**src/core/mmctl_pkg.sv**
```systemverilog
// constants for the memory map control register bank and its address decode
// How it works
// - decode core address with operating mode
// - drive active-low emulation and external selects
// - registers sit at module offsets 0x10..0x31
// - ram position write-once unless special mode
// - map changes one cycle after write
// - ram position bits 7:3 give base 15:11
// - high-align bit picks bottom or top alignment
// - register block 1K/2K in first 32K
// - block position bits 6:3, bit 7 zero
// - block position write-once unless special mode
// - eeprom position bits 7:3 give base 15:11
// - eeprom enable bit always writable, maps eeprom
// - eeprom base write rights set at integration
// - eeprom position reset value is a parameter
// - memory size registers read-only, show switches
// - page index register holds six-bit index
// - stretch code adds 0 to 3 cycles
// - test locations readable, writes do nothing
// - register size switch reads 1 for 2K
package mmctl_pkg;
  // bus geometry
  localparam int AXI_AW = 8;
  localparam int IDX_W  = 6;
  localparam int IDX_LO = 2;
  // register indices; byte address is four times these
  localparam logic [IDX_W-1:0] IDX_RAM_POS  = 6'h10;
  localparam logic [IDX_W-1:0] IDX_REG_POS  = 6'h11;
  localparam logic [IDX_W-1:0] IDX_EE_POS   = 6'h12;
  localparam logic [IDX_W-1:0] IDX_MISC     = 6'h13;
  localparam logic [IDX_W-1:0] IDX_TEST_A   = 6'h14;
  localparam logic [IDX_W-1:0] IDX_TEST_B   = 6'h17;
  localparam logic [IDX_W-1:0] IDX_SIZE_A   = 6'h1C;
  localparam logic [IDX_W-1:0] IDX_SIZE_B   = 6'h1D;
  localparam logic [IDX_W-1:0] IDX_PAGE     = 6'h30;
  localparam logic [IDX_W-1:0] IDX_RSVD     = 6'h31;
  // field positions
  localparam int BASE_HI   = 7;
  localparam int BASE_LO   = 3;
  localparam int ALIGN_BIT = 0;
  localparam int EEPROM_ENABLE_BIT  = 0;
  localparam int STR_HI    = 3;
  localparam int STR_LO    = 2;
  localparam int ROM_UPPER_HALF_ONLY_BIT = 1;
  localparam int ROM_ENABLE_BIT = 0;
  // implemented-bit masks
  localparam logic [7:0] RAM_POS_MASK = 8'hF9;
  localparam logic [7:0] REG_POS_MASK = 8'h78;
  localparam logic [7:0] EE_BASE_MASK = 8'hF8;
  localparam logic [7:0] EE_ON_MASK   = 8'h01;
  localparam logic [7:0] MISC_MASK    = 8'h0F;
  localparam logic [7:0] PAGE_MASK    = 8'h3F;
  // reset values
  localparam logic [7:0] RAM_POS_RST = 8'h09;
  localparam logic [7:0] REG_POS_RST = 8'h00;
  localparam logic [7:0] MISC_RST    = 8'h0D;
  localparam logic [7:0] PAGE_RST    = 8'h00;
  localparam logic [7:0] TEST_VALUE  = 8'h00;
  // core address map figures
  localparam int          CORE_AW     = 16;
  localparam int          BLK_SHIFT   = 11;
  localparam int          REG_1K_BIT  = 10;
  localparam int          ROM_UP_BIT  = 15;
  localparam int          ROM_LO_BIT  = 14;
  localparam logic [15:0] BLOCK_2K    = 16'h0800;
  // bus responses
  localparam logic [1:0] RESP_OKAY   = 2'b00;
  localparam logic [1:0] RESP_SLVERR = 2'b10;
endpackage : mmctl_pkg

```
**src/core/mmctl_top.sv**
```systemverilog
// memory map control: register bank over axi4-lite plus core address decode
module mmctl_top #(
  parameter logic [7:0] EE_POS_RST    = 8'h01, // eeprom position at reset
  parameter bit         EE_WRITE_ONCE = 1'b0,  // eeprom base write-once
  parameter bit         REG_SW        = 1'b1,  // register space 2K
  parameter logic [1:0] EEP_SW        = 2'b01, // eeprom space code
  parameter logic [2:0] RAM_SW        = 3'b011, // ram space code
  parameter logic [1:0] ROM_SW        = 2'b11, // rom space code
  parameter logic [1:0] PAG_SW        = 2'b11  // page count code
) (
  // clock and reset
  input  logic                          aclk,
  input  logic                          aresetn,
  // operating mode from core
  input  logic                          mode_special,
  input  logic                          mode_emulation,
  input  logic                          mode_expanded,
  // core address
  input  logic                          core_access,
  input  logic [mmctl_pkg::CORE_AW-1:0] core_addr,
  // decode results
  output logic                          sel_regs,
  output logic                          sel_ram,
  output logic                          sel_eeprom,
  output logic                          sel_rom,
  output logic                          rom_window,
  output logic [5:0]                    rom_page,
  output logic                          emulation_select_n,
  output logic                          external_select_n,
  output logic [1:0]                    ext_stretch,
  // axi4-lite write address
  input  logic [mmctl_pkg::AXI_AW-1:0]  awaddr,
  input  logic                          awvalid,
  output logic                          awready,
  // axi4-lite write data
  input  logic [31:0]                   wdata,
  input  logic [3:0]                    wstrb,
  input  logic                          wvalid,
  output logic                          wready,
  // axi4-lite write response
  output logic [1:0]                    bresp,
  output logic                          bvalid,
  input  logic                          bready,
  // axi4-lite read address
  input  logic [mmctl_pkg::AXI_AW-1:0]  araddr,
  input  logic                          arvalid,
  output logic                          arready,
  // axi4-lite read data
  output logic [31:0]                   rdata,
  output logic [1:0]                    rresp,
  output logic                          rvalid,
  input  logic                          rready
);
  import mmctl_pkg::*;

  // all state of the block
  typedef struct packed {
    logic [7:0]       ram_pos;   // ram position
    logic [7:0]       reg_pos;   // register block position
    logic [7:0]       ee_pos;    // eeprom position
    logic [7:0]       misc;      // stretch and rom control
    logic [7:0]       page;      // program page index
    logic             ram_once;  // write-once records
    logic             reg_once;
    logic             ee_once;
    logic             misc_once;
    logic             aw_held;   // write address captured
    logic [IDX_W-1:0] aw_idx;
    logic             w_held;    // write data captured
    logic [7:0]       w_byte;
    logic             w_lane;    // low byte lane enabled
    logic             awready;
    logic             wready;
    logic             bvalid;
    logic [1:0]       bresp;
    logic             arready;
    logic             rvalid;
    logic [31:0]      rdata;
    logic [1:0]       rresp;
    logic             sel_regs;  // registered decode
    logic             sel_ram;
    logic             sel_ee;
    logic             sel_rom;
    logic             rom_win;
    logic [5:0]       rom_page;
    logic             emu_n;
    logic             ext_n;
    logic [1:0]       stretch;
  } mmctl_state_type;

  mmctl_state_type st_reg;   // current state
  mmctl_state_type st_next;  // next state

  // upper address bits of a region match a five-bit base field
  function automatic logic region_hit(input logic [15:0] addr,
                                      input logic [4:0]  base,
                                      input int          rbits);
    logic [15:0] full;
    full = {base, 11'h000};
    region_hit = ((addr ^ full) >> rbits) == 16'h0000;
  endfunction

  // log2 of the ram mappable region for a ram size code
  function automatic int ram_region_bits(input logic [2:0] sw);
    ram_region_bits = 14;
    case (sw)
      3'b000:          ram_region_bits = 11;
      3'b001:          ram_region_bits = 12;
      3'b010, 3'b011:  ram_region_bits = 13;
      default:         ram_region_bits = 14;
    endcase
  endfunction

  // low bits of a word index only matter once it is in range
  function automatic logic idx_mapped(input logic [IDX_W-1:0] idx);
    idx_mapped = (idx >= IDX_RAM_POS && idx <= IDX_TEST_A)
              || idx == IDX_TEST_B || idx == IDX_SIZE_A
              || idx == IDX_SIZE_B || idx == IDX_PAGE
              || idx == IDX_RSVD;
  endfunction

  // write permitted: special modes, or no earlier write
  function automatic logic write_ok(input logic once, input logic special);
    write_ok = special || !once;
  endfunction

  // read mux over the register bank
  function automatic logic [7:0] reg_read(input logic [IDX_W-1:0] idx,
                                          input mmctl_state_type s);
    reg_read = 8'h00;
    case (idx)
      IDX_RAM_POS: reg_read = s.ram_pos & RAM_POS_MASK;
      IDX_REG_POS: reg_read = s.reg_pos & REG_POS_MASK;
      IDX_EE_POS:  reg_read = s.ee_pos & (EE_BASE_MASK | EE_ON_MASK);
      IDX_MISC:    reg_read = s.misc & MISC_MASK;
      IDX_TEST_A:  reg_read = TEST_VALUE;
      IDX_TEST_B:  reg_read = TEST_VALUE;
      IDX_SIZE_A:  reg_read = {REG_SW, 1'b0, EEP_SW, 1'b0, RAM_SW};
      IDX_SIZE_B:  reg_read = {ROM_SW, 4'h0, PAG_SW};
      IDX_PAGE:    reg_read = s.page & PAGE_MASK;
      default:     reg_read = 8'h00;
    endcase
  endfunction

  // decode scratch
  logic [15:0] ram_size;     // allocated ram bytes
  logic [15:0] ram_region;   // mappable region bytes
  logic [15:0] ram_off;      // offset inside region
  logic [15:0] reg_base;     // register block base
  logic        hit_regs;
  logic        hit_ram;
  logic        hit_ee;
  logic        hit_rom;
  logic        internal;
  int          rbits;
  int          ebits;
  logic        do_write;     // both halves of a write present and low byte lane enabled

  // next-state logic: bus slave, register writes and address decode
  always_comb begin
    st_next    = st_reg;
    rbits      = ram_region_bits(RAM_SW);
    ebits      = BLK_SHIFT + int'(EEP_SW) - 1;
    ram_size   = BLOCK_2K * (16'(RAM_SW) + 16'h0001);
    ram_region = 16'(32'h1 << rbits);
    ram_off    = core_addr & (ram_region - 16'h0001);
    reg_base   = {1'b0, st_reg.reg_pos[BASE_HI-1:BASE_LO], 11'h000};
    do_write   = 1'b0;

    // write address channel, taken independently of data
    if (awvalid && st_reg.awready) begin
      st_next.aw_held = 1'b1;
      st_next.aw_idx  = awaddr[IDX_LO +: IDX_W];
    end
    // write data channel, either order
    if (wvalid && st_reg.wready) begin
      st_next.w_held = 1'b1;
      st_next.w_byte = wdata[7:0];
      st_next.w_lane = wstrb[0];
    end

    // both present: perform the write and answer
    if (st_reg.aw_held && st_reg.w_held && !st_reg.bvalid) begin
      do_write        = st_reg.w_lane;
      st_next.aw_held = 1'b0;
      st_next.w_held  = 1'b0;
      st_next.bvalid  = 1'b1;
      st_next.bresp   = idx_mapped(st_reg.aw_idx) ? RESP_OKAY : RESP_SLVERR;
    end else if (st_reg.bvalid && bready) begin
      st_next.bvalid = 1'b0; // response accepted
    end

    // register updates; decode reads the stored copy so takes effect next cycle
    if (do_write) begin
      case (st_reg.aw_idx)
        IDX_RAM_POS: begin
          if (write_ok(st_reg.ram_once, mode_special)) begin
            st_next.ram_pos  = st_reg.w_byte & RAM_POS_MASK;
            st_next.ram_once = st_reg.ram_once | !mode_special;
          end
        end
        IDX_REG_POS: begin
          if (write_ok(st_reg.reg_once, mode_special)) begin
            st_next.reg_pos  = st_reg.w_byte & REG_POS_MASK;
            st_next.reg_once = st_reg.reg_once | !mode_special;
          end
        end
        IDX_EE_POS: begin
          // enable bit has no write limit in any mode
          st_next.ee_pos[EEPROM_ENABLE_BIT] = st_reg.w_byte[EEPROM_ENABLE_BIT];
          if (!EE_WRITE_ONCE || write_ok(st_reg.ee_once, mode_special)) begin
            st_next.ee_pos = (st_reg.w_byte & EE_BASE_MASK)
                           | (st_reg.w_byte & EE_ON_MASK);
            st_next.ee_once = st_reg.ee_once | !mode_special;
          end
        end
        IDX_MISC: begin
          if (write_ok(st_reg.misc_once, mode_special)) begin
            st_next.misc      = st_reg.w_byte & MISC_MASK;
            st_next.misc_once = st_reg.misc_once | !mode_special;
          end
        end
        IDX_PAGE: begin
          st_next.page = st_reg.w_byte & PAGE_MASK;
        end
        default: begin
          // test, size and reserved locations ignore writes
          st_next.page = st_next.page;
        end
      endcase
    end

    // ready only while the holding slot is free and no answer waits
    st_next.awready = !st_next.aw_held && !st_next.bvalid;
    st_next.wready  = !st_next.w_held && !st_next.bvalid;

    // read channel: answer one cycle after address is taken
    if (arvalid && st_reg.arready) begin
      st_next.rvalid = 1'b1;
      st_next.rdata  = {24'h000000, reg_read(araddr[IDX_LO +: IDX_W], st_reg)};
      st_next.rresp  = idx_mapped(araddr[IDX_LO +: IDX_W]) ? RESP_OKAY
                                                            : RESP_SLVERR;
    end else if (st_reg.rvalid && rready) begin
      st_next.rvalid = 1'b0;
    end
    st_next.arready = !st_next.rvalid;

    // register block: 2K slots in the lower 32K, 1K used when small
    hit_regs = (core_addr >> BLK_SHIFT) == (reg_base >> BLK_SHIFT)
            && (REG_SW || !core_addr[REG_1K_BIT]);

    // ram: region from base bits, then allocated part low or high
    hit_ram = region_hit(core_addr, st_reg.ram_pos[BASE_HI:BASE_LO], rbits);
    if (st_reg.ram_pos[ALIGN_BIT]) begin
      hit_ram = hit_ram && (ram_off >= (ram_region - ram_size));
    end else begin
      hit_ram = hit_ram && (ram_off < ram_size);
    end

    // eeprom: enabled and a nonzero size configured
    hit_ee = st_reg.ee_pos[EEPROM_ENABLE_BIT] && (EEP_SW != 2'b00)
          && region_hit(core_addr, st_reg.ee_pos[BASE_HI:BASE_LO], ebits);

    // rom when enabled: upper half always, lower fixed page unless masked off
    hit_rom = st_reg.misc[ROM_ENABLE_BIT]
           && (core_addr[ROM_UP_BIT]
           || (core_addr[ROM_LO_BIT] && !st_reg.misc[ROM_UPPER_HALF_ONLY_BIT]));

    // fixed priority: registers, ram, eeprom, rom
    hit_ram  = hit_ram && !hit_regs;
    hit_ee   = hit_ee && !hit_regs && !hit_ram;
    hit_rom  = hit_rom && !hit_regs && !hit_ram && !hit_ee;
    internal = hit_regs || hit_ram || hit_ee || hit_rom;

    // registered selects, qualified by a core access
    st_next.sel_regs = core_access && hit_regs;
    st_next.sel_ram  = core_access && hit_ram;
    st_next.sel_ee   = core_access && hit_ee;
    st_next.sel_rom  = core_access && hit_rom;
    // page window is the lower half of the upper half (third quarter of the map)
    st_next.rom_win  = core_access && hit_rom && core_addr[ROM_UP_BIT]
                    && !core_addr[ROM_LO_BIT];
    st_next.rom_page = st_reg.page[5:0];
    // emulation mode sends rom cycles to the emulator memory
    st_next.emu_n = !(core_access && mode_emulation && hit_rom);
    // expanded or emulation modes reach external space on a miss
    st_next.ext_n = !(core_access && !internal
                   && (mode_expanded || mode_emulation));
    // stretch only means something on external cycles
    st_next.stretch = st_next.ext_n ? 2'b00
                    : st_reg.misc[STR_HI:STR_LO];
  end

  // single register stage, synchronous active-low reset
  always_ff @(posedge aclk) begin
    if (!aresetn) begin
      st_reg           <= '0;
      st_reg.ram_pos   <= RAM_POS_RST;
      st_reg.reg_pos   <= REG_POS_RST;
      st_reg.ee_pos    <= EE_POS_RST;
      st_reg.misc      <= MISC_RST;
      st_reg.page      <= PAGE_RST;
      st_reg.ram_once  <= 1'b0;
      st_reg.reg_once  <= 1'b0;
      st_reg.ee_once   <= 1'b0;
      st_reg.misc_once <= 1'b0;
      st_reg.emu_n     <= 1'b1;
      st_reg.ext_n     <= 1'b1;
    end else begin
      st_reg <= st_next;
    end
  end

  // outputs straight from the state flops
  assign sel_regs           = st_reg.sel_regs;
  assign sel_ram            = st_reg.sel_ram;
  assign sel_eeprom         = st_reg.sel_ee;
  assign sel_rom            = st_reg.sel_rom;
  assign rom_window         = st_reg.rom_win;
  assign rom_page           = st_reg.rom_page;
  assign emulation_select_n = st_reg.emu_n;
  assign external_select_n  = st_reg.ext_n;
  assign ext_stretch        = st_reg.stretch;
  assign awready            = st_reg.awready;
  assign wready             = st_reg.wready;
  assign bvalid             = st_reg.bvalid;
  assign bresp              = st_reg.bresp;
  assign arready            = st_reg.arready;
  assign rvalid             = st_reg.rvalid;
  assign rdata              = st_reg.rdata;
  assign rresp              = st_reg.rresp;
endmodule // mmctl_top

```
**config.mk**
```make
export PLATFORM = sky130hd
export DESIGN_NAME = mmctl_top
export DESIGN_NICKNAME = d
export VERILOG_FILES = /design/src/core/mmctl_pkg.sv /design/src/core/mmctl_top.sv
export SDC_FILE = /design/constraint.sdc
export NUM_CORES = 1
export LEC_CHECK = 0
export BUFFER_PORTS_ARGS = -buffer_cell sky130_fd_sc_hd__buf_2
export CAP_MARGIN = 20
export CORE_ASPECT_RATIO = 0.5
export CORE_MARGIN = 1
export CORE_UTILIZATION = 49
export CTS_CLUSTER_SIZE = 24
export DETAILED_ROUTE_END_ITERATION = 10
export PLACE_DENSITY = 0.9
export SLEW_MARGIN = 0
export SYNTH_ARGS = -nofsm -noshare
export SYNTH_HDL_FRONTEND = slang
export SYNTH_SLANG_ARGS = --single-unit
```
**constraint.sdc**
```tcl
create_clock -name aclk -period 2 [get_ports aclk]
set_input_delay 0.4 -clock aclk [delete_from_list [all_inputs] [get_ports aclk]]
set_output_delay 0.4 -clock aclk [all_outputs]
set_load 0.05 [all_outputs]
```
; After elaboration in Yosys (flattened, before gate mapping)
; Index checks and enable logic that the tools add are counted.
[totals]
wordCells = 149
ff_bits = 80
input_bits = 79
out_inout_bits = 56
[op_classes]
eq_ne = 19
n_bitwise = 6
magnitude_cmp = 6
muxes = 13
n_reduce_logical = 75
[op_table]
columns = cell, n
row1 = "== test 6 x 5 -> 1 bit, second input constant", 14
row2 = case mux 8 bit (7 select lines), 1
row3 = logical AND 1 bit, 32
row4 = zero test 16 bit, 2
row5 = XOR 16 bit, 2
row6 = "== test 6 bit, second input constant", 4
row7 = logical OR 1 bit, 18
row8 = zero test 1 bit, 17
row9 = "< comparator 13 x 14 -> 1 bit, second input constant", 1
row10 = ">= comparator 13 x 1 -> 1 bit, second input constant", 1
row11 = ">= comparator 6 x 5 -> 1 bit, second input constant", 2
row12 = "less-or-equal comparator 6 x 5 -> 1 bit, second input constant", 2
row13 = two-way mux 10 bit, 1
row14 = AND reduction 3 bit, 3
row15 = two-way mux 1 bit, 8
row16 = bitwise OR 8 x 1 -> 8 bit, 1
row17 = two-way mux 7 bit, 1
row18 = AND reduction 2 bit, 3
row19 = == test 5 x 4 -> 1 bit, 1
row20 = two-way mux 2 bit, 2
row21 = bitwise OR 1 bit, 3

; Longest topological paths before layout
; Gate-level depths: netlist of the first run.
[depth]
ltp_word = 14
ltp_mapped = 5
depth_no_buf = 4

; Worst setup path before layout of the first run
; Ideal clock, no wire load.
[synth_timing]
path_kind = flip-flop to flip-flop
startpoint = register st_reg (netlist bit bvalid)
endpoint = register st_reg[85] in the netlist's numbering
n_path_buf = 0
arrival_ns = 1.632
period_less_slack_ns = 1.762
path_slack_ns = 0.238
path_stages_with_launch = 5
setup_time_ns = 0.129
required_ns = 1.871
cell_sequence = dfxtp_1 nand3b_2 a2111oi_4 mux2i_1 nand2_1
[synth_between]
elab_chain_cells = 4
[synth_lines]
columns = element, line_no
row1 = "start, declared", mmctl_top.sv:91  ; mmctl_state_type st_reg;
row2 = "start signal, assigned", mmctl_top.sv:310  ; st_reg <= st_next;
row3 = zero test 1 bit, mmctl_top.sv:183  ; if (st_reg.aw_held && st_reg.w_held && !st_reg.bvalid) begin
row4 = logical AND 1 bit, mmctl_top.sv:183
row5 = two-way mux 1 bit, mmctl_top.sv:183
row6 = AND reduction 3 bit (no source line), -
; Every way passes these cells.
; A chain may end at the register's enable or synchronous reset.

; Final worst setup path of the first run
[layout_timing]
startpoint = register st_reg[67] in the netlist's numbering
endpoint = register st_reg[93] in the netlist's numbering
[layout_between]
elab_chain_cells = 2
[layout_lines]
columns = element, line_no
row1 = == test 6 x 5 -> 1 bit, mmctl_top.sv:195  ; case (st_reg.aw_idx)
row2 = AND reduction 2 bit (no source line), -
; Every way passes these cells.

==> flow_summary_export.csv, run 1 <==
group,metric,value,unit
placement,gp_congestion,0.877,
synth,yosysSeqAreaShare,42.6,%
drt,routed_wirelength,8360,um
floorplanning,die_h,62.4,um
floorplanning,die_w,123,um
power,power.density,930,nW/um^2
timing,fin_worst_skew,0.00740,ns
timing,rsz0062_at_grt,"no",
timing,slew_viol_final,0,
layout,post-route-util,60.2,%
layout,fillers,548,
setup_path,end_kind,"flop",
clock_network,cts_max_path_buffers,2,
clock_network,cts-root-buf,"clkbuf_16",
drt,wl_per_cell,15.1,um
clock_network,cts_resized,0,
drt,num_vias,3025,
synth,synthesis.instances,407,
flow_run,cap_violations,0,
synth,synthDistinctLibCells,60,
floorplanning,die-area,7660,sq um
synth,synthFlopType,"dfxtp_1",
clock_network,path_clk_slew,0.06,ns
grt,grt_pass1_vias,2763,
setup_path,arrival,1.96,ns
synth,syn_avg_cell_area,8.78,sq um
timing,fmax,0.571,GHz
synth,synth_edf_count,0,
layout,areaGrowthSynthToFinish,15.5,%
drt,drt_first_pass_iters,6,
synth,ys_seq_elements,76,
clock_network,numCtsBuffers,9,
grt,grtUsageTotal,22.5,%
timing,fin_setup_tns,0,ns
timing,setup_viol,0,
timing,max_slew_margin,54.5,%
power,power,3.84,mW
floorplanning,io-pin-count,135,
synth,syn-cell-area,3570,sq um
setup_path,critPathLaunchType,"flop",
placement,dp_hpwl,5820,um
placement,port_buffers,66,
layout,fin_nets,536,
drt,antenna_left,0,
power,power.leakage,1.77,nW
grt,grt_max_degree,31,
clock_network,cts_max_level,3,
synth,yosysWarningCount,0,
worst_hold_path,holdCritPathClass,"in -> reg",
layout,layout_commonest_cell,"dfxtp_1",
floorplanning,coreArea,6860,sq um
setup_path,critical_path_required,2.21,ns
floorplanning,rows,21,
layout,insertedDiodeCount,0,
timing,period_share,87.5,%
layout,largest_reg_flops,36,
grt,grt_pass1_wl,13200,um
layout,drive_above_1_share,22.5,%
floorplanning,initial_utilization,52.1,%
clock_network,clkSinkCount,76,
clock_network,clkLatencyLatePin,0.34,ns
setup_path,cp_max_fo,6,
outcome,status,"finished, final reports clean",
drt,route.detailed.drc,0,
grt,grt-ovfl-total,0,
setup_path,path_class,"reg -> reg",
power,ir_drop,0.472,mV
clock_network,cts_tree,"done",
timing,tightest_slew,0.677,ns
synth,async_flop_share,0,%
clock_network,postCtsHoldBufs,0,
clock_network,cts_setup_buffers,0,
setup_path,reg2reg_depth,4,
layout,layout_common_cells,"76 x dfxtp_1, 66 x buf_2, 60 x nand2_1",
drt,dr.first_iter.drc_count,202,
grt,grt_antenna_before_repair,0,
drt,via_per_inst,5.46,
timing,fin_crit,1.75,ns
worst_hold_path,min_path_cells,3,
timing,final-hold-violation-count,0,
[through the flow]
| step | hold WS, ns | std cells | worst slack, ns | instance area [sq um] |
|---|---|---|---|---|
| floorplan | 0.427 | 432 | 0.238 | 3670 |
| global placement | 0.437 | 538 | 0.222 | 3780 |
| detailed placement | 0.439 | 538 | 0.214 | 3780 |
| CTS | 0.294 | 554 | 0.241 | 4130 |
| global route | 0.302 | 554 | 0.149 | 4130 |
| finish | 0.296 | 554 | 0.250 | 4130 |
[path summary, 6_finish.rpt]
check / from / endpoint / slack [ns]
hold reg to reg: rdata[7]$_SDFFE_PN0P_ / rdata[7]$_SDFFE_PN0P_ / 0.44
setup reg to reg: st_reg[67]$_SDFFE_PN0P_ / st_reg[93]$_SDFFE_PN1P_ / 0.25
setup / recovery: st_reg[67]$_SDFFE_PN0P_ / st_reg[93]$_SDFFE_PN1P_ / 0.25
hold / removal: wdata[0] / st_reg[57]$_SDFFE_PN0P_ / 0.30
[area by class of cell]
cell class                 instances  area [sq um]  area share (%)
sequential                        76          1520            36.8
clock inverter                     7           124            3.00
clock buffer                       9           225            5.45
timing repair buffer              76           405            9.82
multi-input combinational        286          1710            41.4
inverter                           8          30.0           0.727
tap                               92           115            2.79
[synth_stat cells (2+ instances only)]
cell,count,area [sq um]
xnor2_1,4,35.0
and3_1,5,31.3
a222oi_1,2,20.0
dfxtp_1,76,1520
buf_4,44,330
nand2b_1,5,31.3
nand3b_1,3,22.5
o211ai_1,3,22.5
buf_2,2,10.0
o21ai_1,12,60.1
or4_1,2,15.0
clkbuf_1,15,56.3
nand3_1,20,100
nor2b_1,5,31.3
nor3_1,6,30.0
inv_1,7,26.3
nor4_1,8,50.1
xor2_1,8,70.1
nor3b_1,2,15.0
mux2_2,2,22.5
mux2i_1,22,220
o21ai_0,5,25.0
a21oi_1,27,135
a22oi_1,5,37.5
and2_1,3,18.8
o21a_1,2,15.0
a221oi_1,2,17.5
nor2_1,19,71.3
nand2_1,60,225
[kinds of logic (layout without fill, tap and decap cells)]
group                  after synthesis  in the layout  share of synthesized area (%)
multiplexers                        24             24                           6.79
buffers and inverters               70            100                           12.3
flip-flops                          76             76                           42.6
XOR/XNOR                            12             12                           2.94
AO/OA/AOI/OAI                       72             72                           13.3
AND/OR/NAND/NOR                    152            152                           22.1
other                                1             26                          0.105
[power by group]
group	total (mW)	leakage (nW)	switching, mW	internal, mW
sequential	1.58	0.616	0.0327	1.55
clock	1.86	0.166	0.634	1.23
combinational	0.399	0.989	0.296	0.103
[metal layers]
layer / GRT usage, % / wire [um]
met1: 28.3 / 3550
met2: 36.2 / 3840
met3: 6.84 / 778
met4: 8.69 / 196
met5: 0 / 0
[critical path: stages (launching register included)]
cell	delay [ns]
dfxtp_1	0.41
or4b_4	0.50
nor3_4	0.37
mux2i_1	0.27
nand2_1	0.07
(Power assumes the default switching activity.)
==> inputs of run 2 (changes only) <==
- CORE_ASPECT_RATIO: 0.5 -> default
- CORE_MARGIN: 1 -> 2
==> flow_summary_export.csv, run 2 (synthesis results as in run 1) <==
group,metric,value,unit
outcome,status,"finished, final reports clean",
timing,fin_setup_tns,0,ns
timing,fin_crit,1.78,ns
layout,insertedDiodeCount,0,
drt,dr.first_iter.drc_count,211,
timing,period_share,89.0,%
grt,grt_antenna_before_repair,0,
clock_network,cts-root-buf,"clkbuf_8",
setup_path,critPathLaunchType,"flop",
clock_network,clkLatencyLatePin,0.35,ns
timing,rsz0062_at_grt,"no",
clock_network,numCtsBuffers,9,
setup_path,critical_path_required,2.22,ns
drt,antenna_left,0,
power,power.density,809,nW/um^2
clock_network,cts_resized,0,
floorplanning,rows,31,
layout,final_cell_area,3970,sq um
setup_path,end_kind,"flop",
placement,dp_hpwl,5760,um
floorplanning,coreArea,7140,sq um
timing,slew_viol_final,0,
grt,grt_pass1_wl,12300,um
setup_path,arrival,2.00,ns
setup_path,cp_max_fo,7,
drt,routed_wirelength,7530,um
floorplanning,die_w,89.4,um
clock_network,cts_tree,"done",
clock_network,cts_max_path_buffers,2,
worst_hold_path,holdCritPathClass,"in -> reg",
placement,dpl_cell_area,3760,sq um
clock_network,cts_setup_buffers,0,
timing,final-hold-violation-count,0,
power,ir_drop,0.402,mV
layout,layout_commonest_cell,"dfxtp_1",
layout,post-route-util,55.7,%
timing,fin_worst_skew,0.00920,ns
clock_network,clkSinkCount,76,
placement,port_buffers,66,
power,power.leakage,1.69,nW
drt,route.detailed.drc,0,
drt,via_per_inst,5.29,
drt,wl_per_cell,13.5,um
drt,num_vias,2939,
grt,grt_pass1_vias,2771,
floorplanning,io-pin-count,135,
grt,grt-ovfl-total,0,
floorplanning,die-area,7990,sq um
grt,grt_max_degree,32,
clock_network,postCtsHoldBufs,0,
placement,gp_congestion,0.907,
layout,largest_reg_flops,36,
layout,areaGrowthSynthToFinish,11.2,%
layout,fin_nets,532,
layout,layout_common_cells,"76 x dfxtp_1, 66 x buf_2, 60 x nand2_1",
clock_network,cts_max_level,3,
grt,grtUsageTotal,20.2,%
drt,drt_first_pass_iters,5,
floorplanning,die_h,89.4,um
timing,fmax,0.562,GHz
clock_network,path_clk_slew,0.07,ns
setup_path,path_class,"reg -> reg",
layout,drive_above_1_share,21.4,%
timing,setup_viol,0,
timing,tightest_slew,0.638,ns
timing,max_slew_margin,57.2,%
flow_run,cap_violations,0,
floorplanning,initial_utilization,50.1,%
run 2: cell types whose count changed in the layout (fill, tap and decap cells not counted):
| cell | change |
|---|---|
| bufinv_16 | -1 |
| buf_4 | -4 |
| clkbuf_1 | +1 |
| inv_6 | -1 |
| clkinv_4 | -1 |
| clkinvlp_4 | -1 |
| clkbuf_16 | -9 |
| clkbuf_8 | +10 |
| clkinv_2 | +1 |
run 2: worst max-delay path, stage by stage, from the launching register on:
cell	delay [ns]
dfxtp_1	0.34
nand3b_2	0.35
a2111oi_4	0.64
mux2i_1	0.25
nand2_1	0.07
run 2: area by class of cell:
type / instances / area, sq um
tap: 99 / 124
timing repair buffer: 72 / 375
clock buffer: 11 / 141
inverter: 8 / 30.0
sequential: 76 / 1520
multi-input combinational: 286 / 1710
clock inverter: 4 / 73.8
fill: 657 / 3160
run 2: stage by stage:
step	hold WS [ns]	worst slack (ns)	power, mW	std cells
6_report	0.297	0.219	3.21	556
5_1_grt	0.284	0.0690	3.35	556
4_1_cts	0.280	0.215	3.23	556
3_5_place_dp	0.444	0.169	2.00	541
3_3_place_gp	0.438	0.239	1.99	541
2_1_floorplan	0.427	0.238	1.94	432
run 2: final timing paths:
check	start	slack, ns	to	cells after the start
min	wstrb[0]	0.30	st_reg[56]$_SDFFE_PN0P_	3
min reg2reg	rdata[2]$_SDFFE_PN0P_	0.46	rdata[2]$_SDFFE_PN0P_	2
max	bvalid$_SDFF_PN0_	0.22	st_reg[87]$_SDFFE_PN1P_	4
max reg2reg	bvalid$_SDFF_PN0_	0.22	st_reg[87]$_SDFFE_PN1P_	4
run 2: routing by layer:
metal	share of wire [%]	track usage, %
met1	43	24.4
met2	48	34.3
met3	8.7	7.11
met4	1.0	5.02
met5	0	0
run 2: power breakdown:
part           internal, mW  total [mW]  leakage (nW)  switching (mW)
Clock                 0.730        1.25         0.109           0.519
Combinational        0.0993       0.388         0.969           0.289
Sequential             1.54        1.58         0.616          0.0321
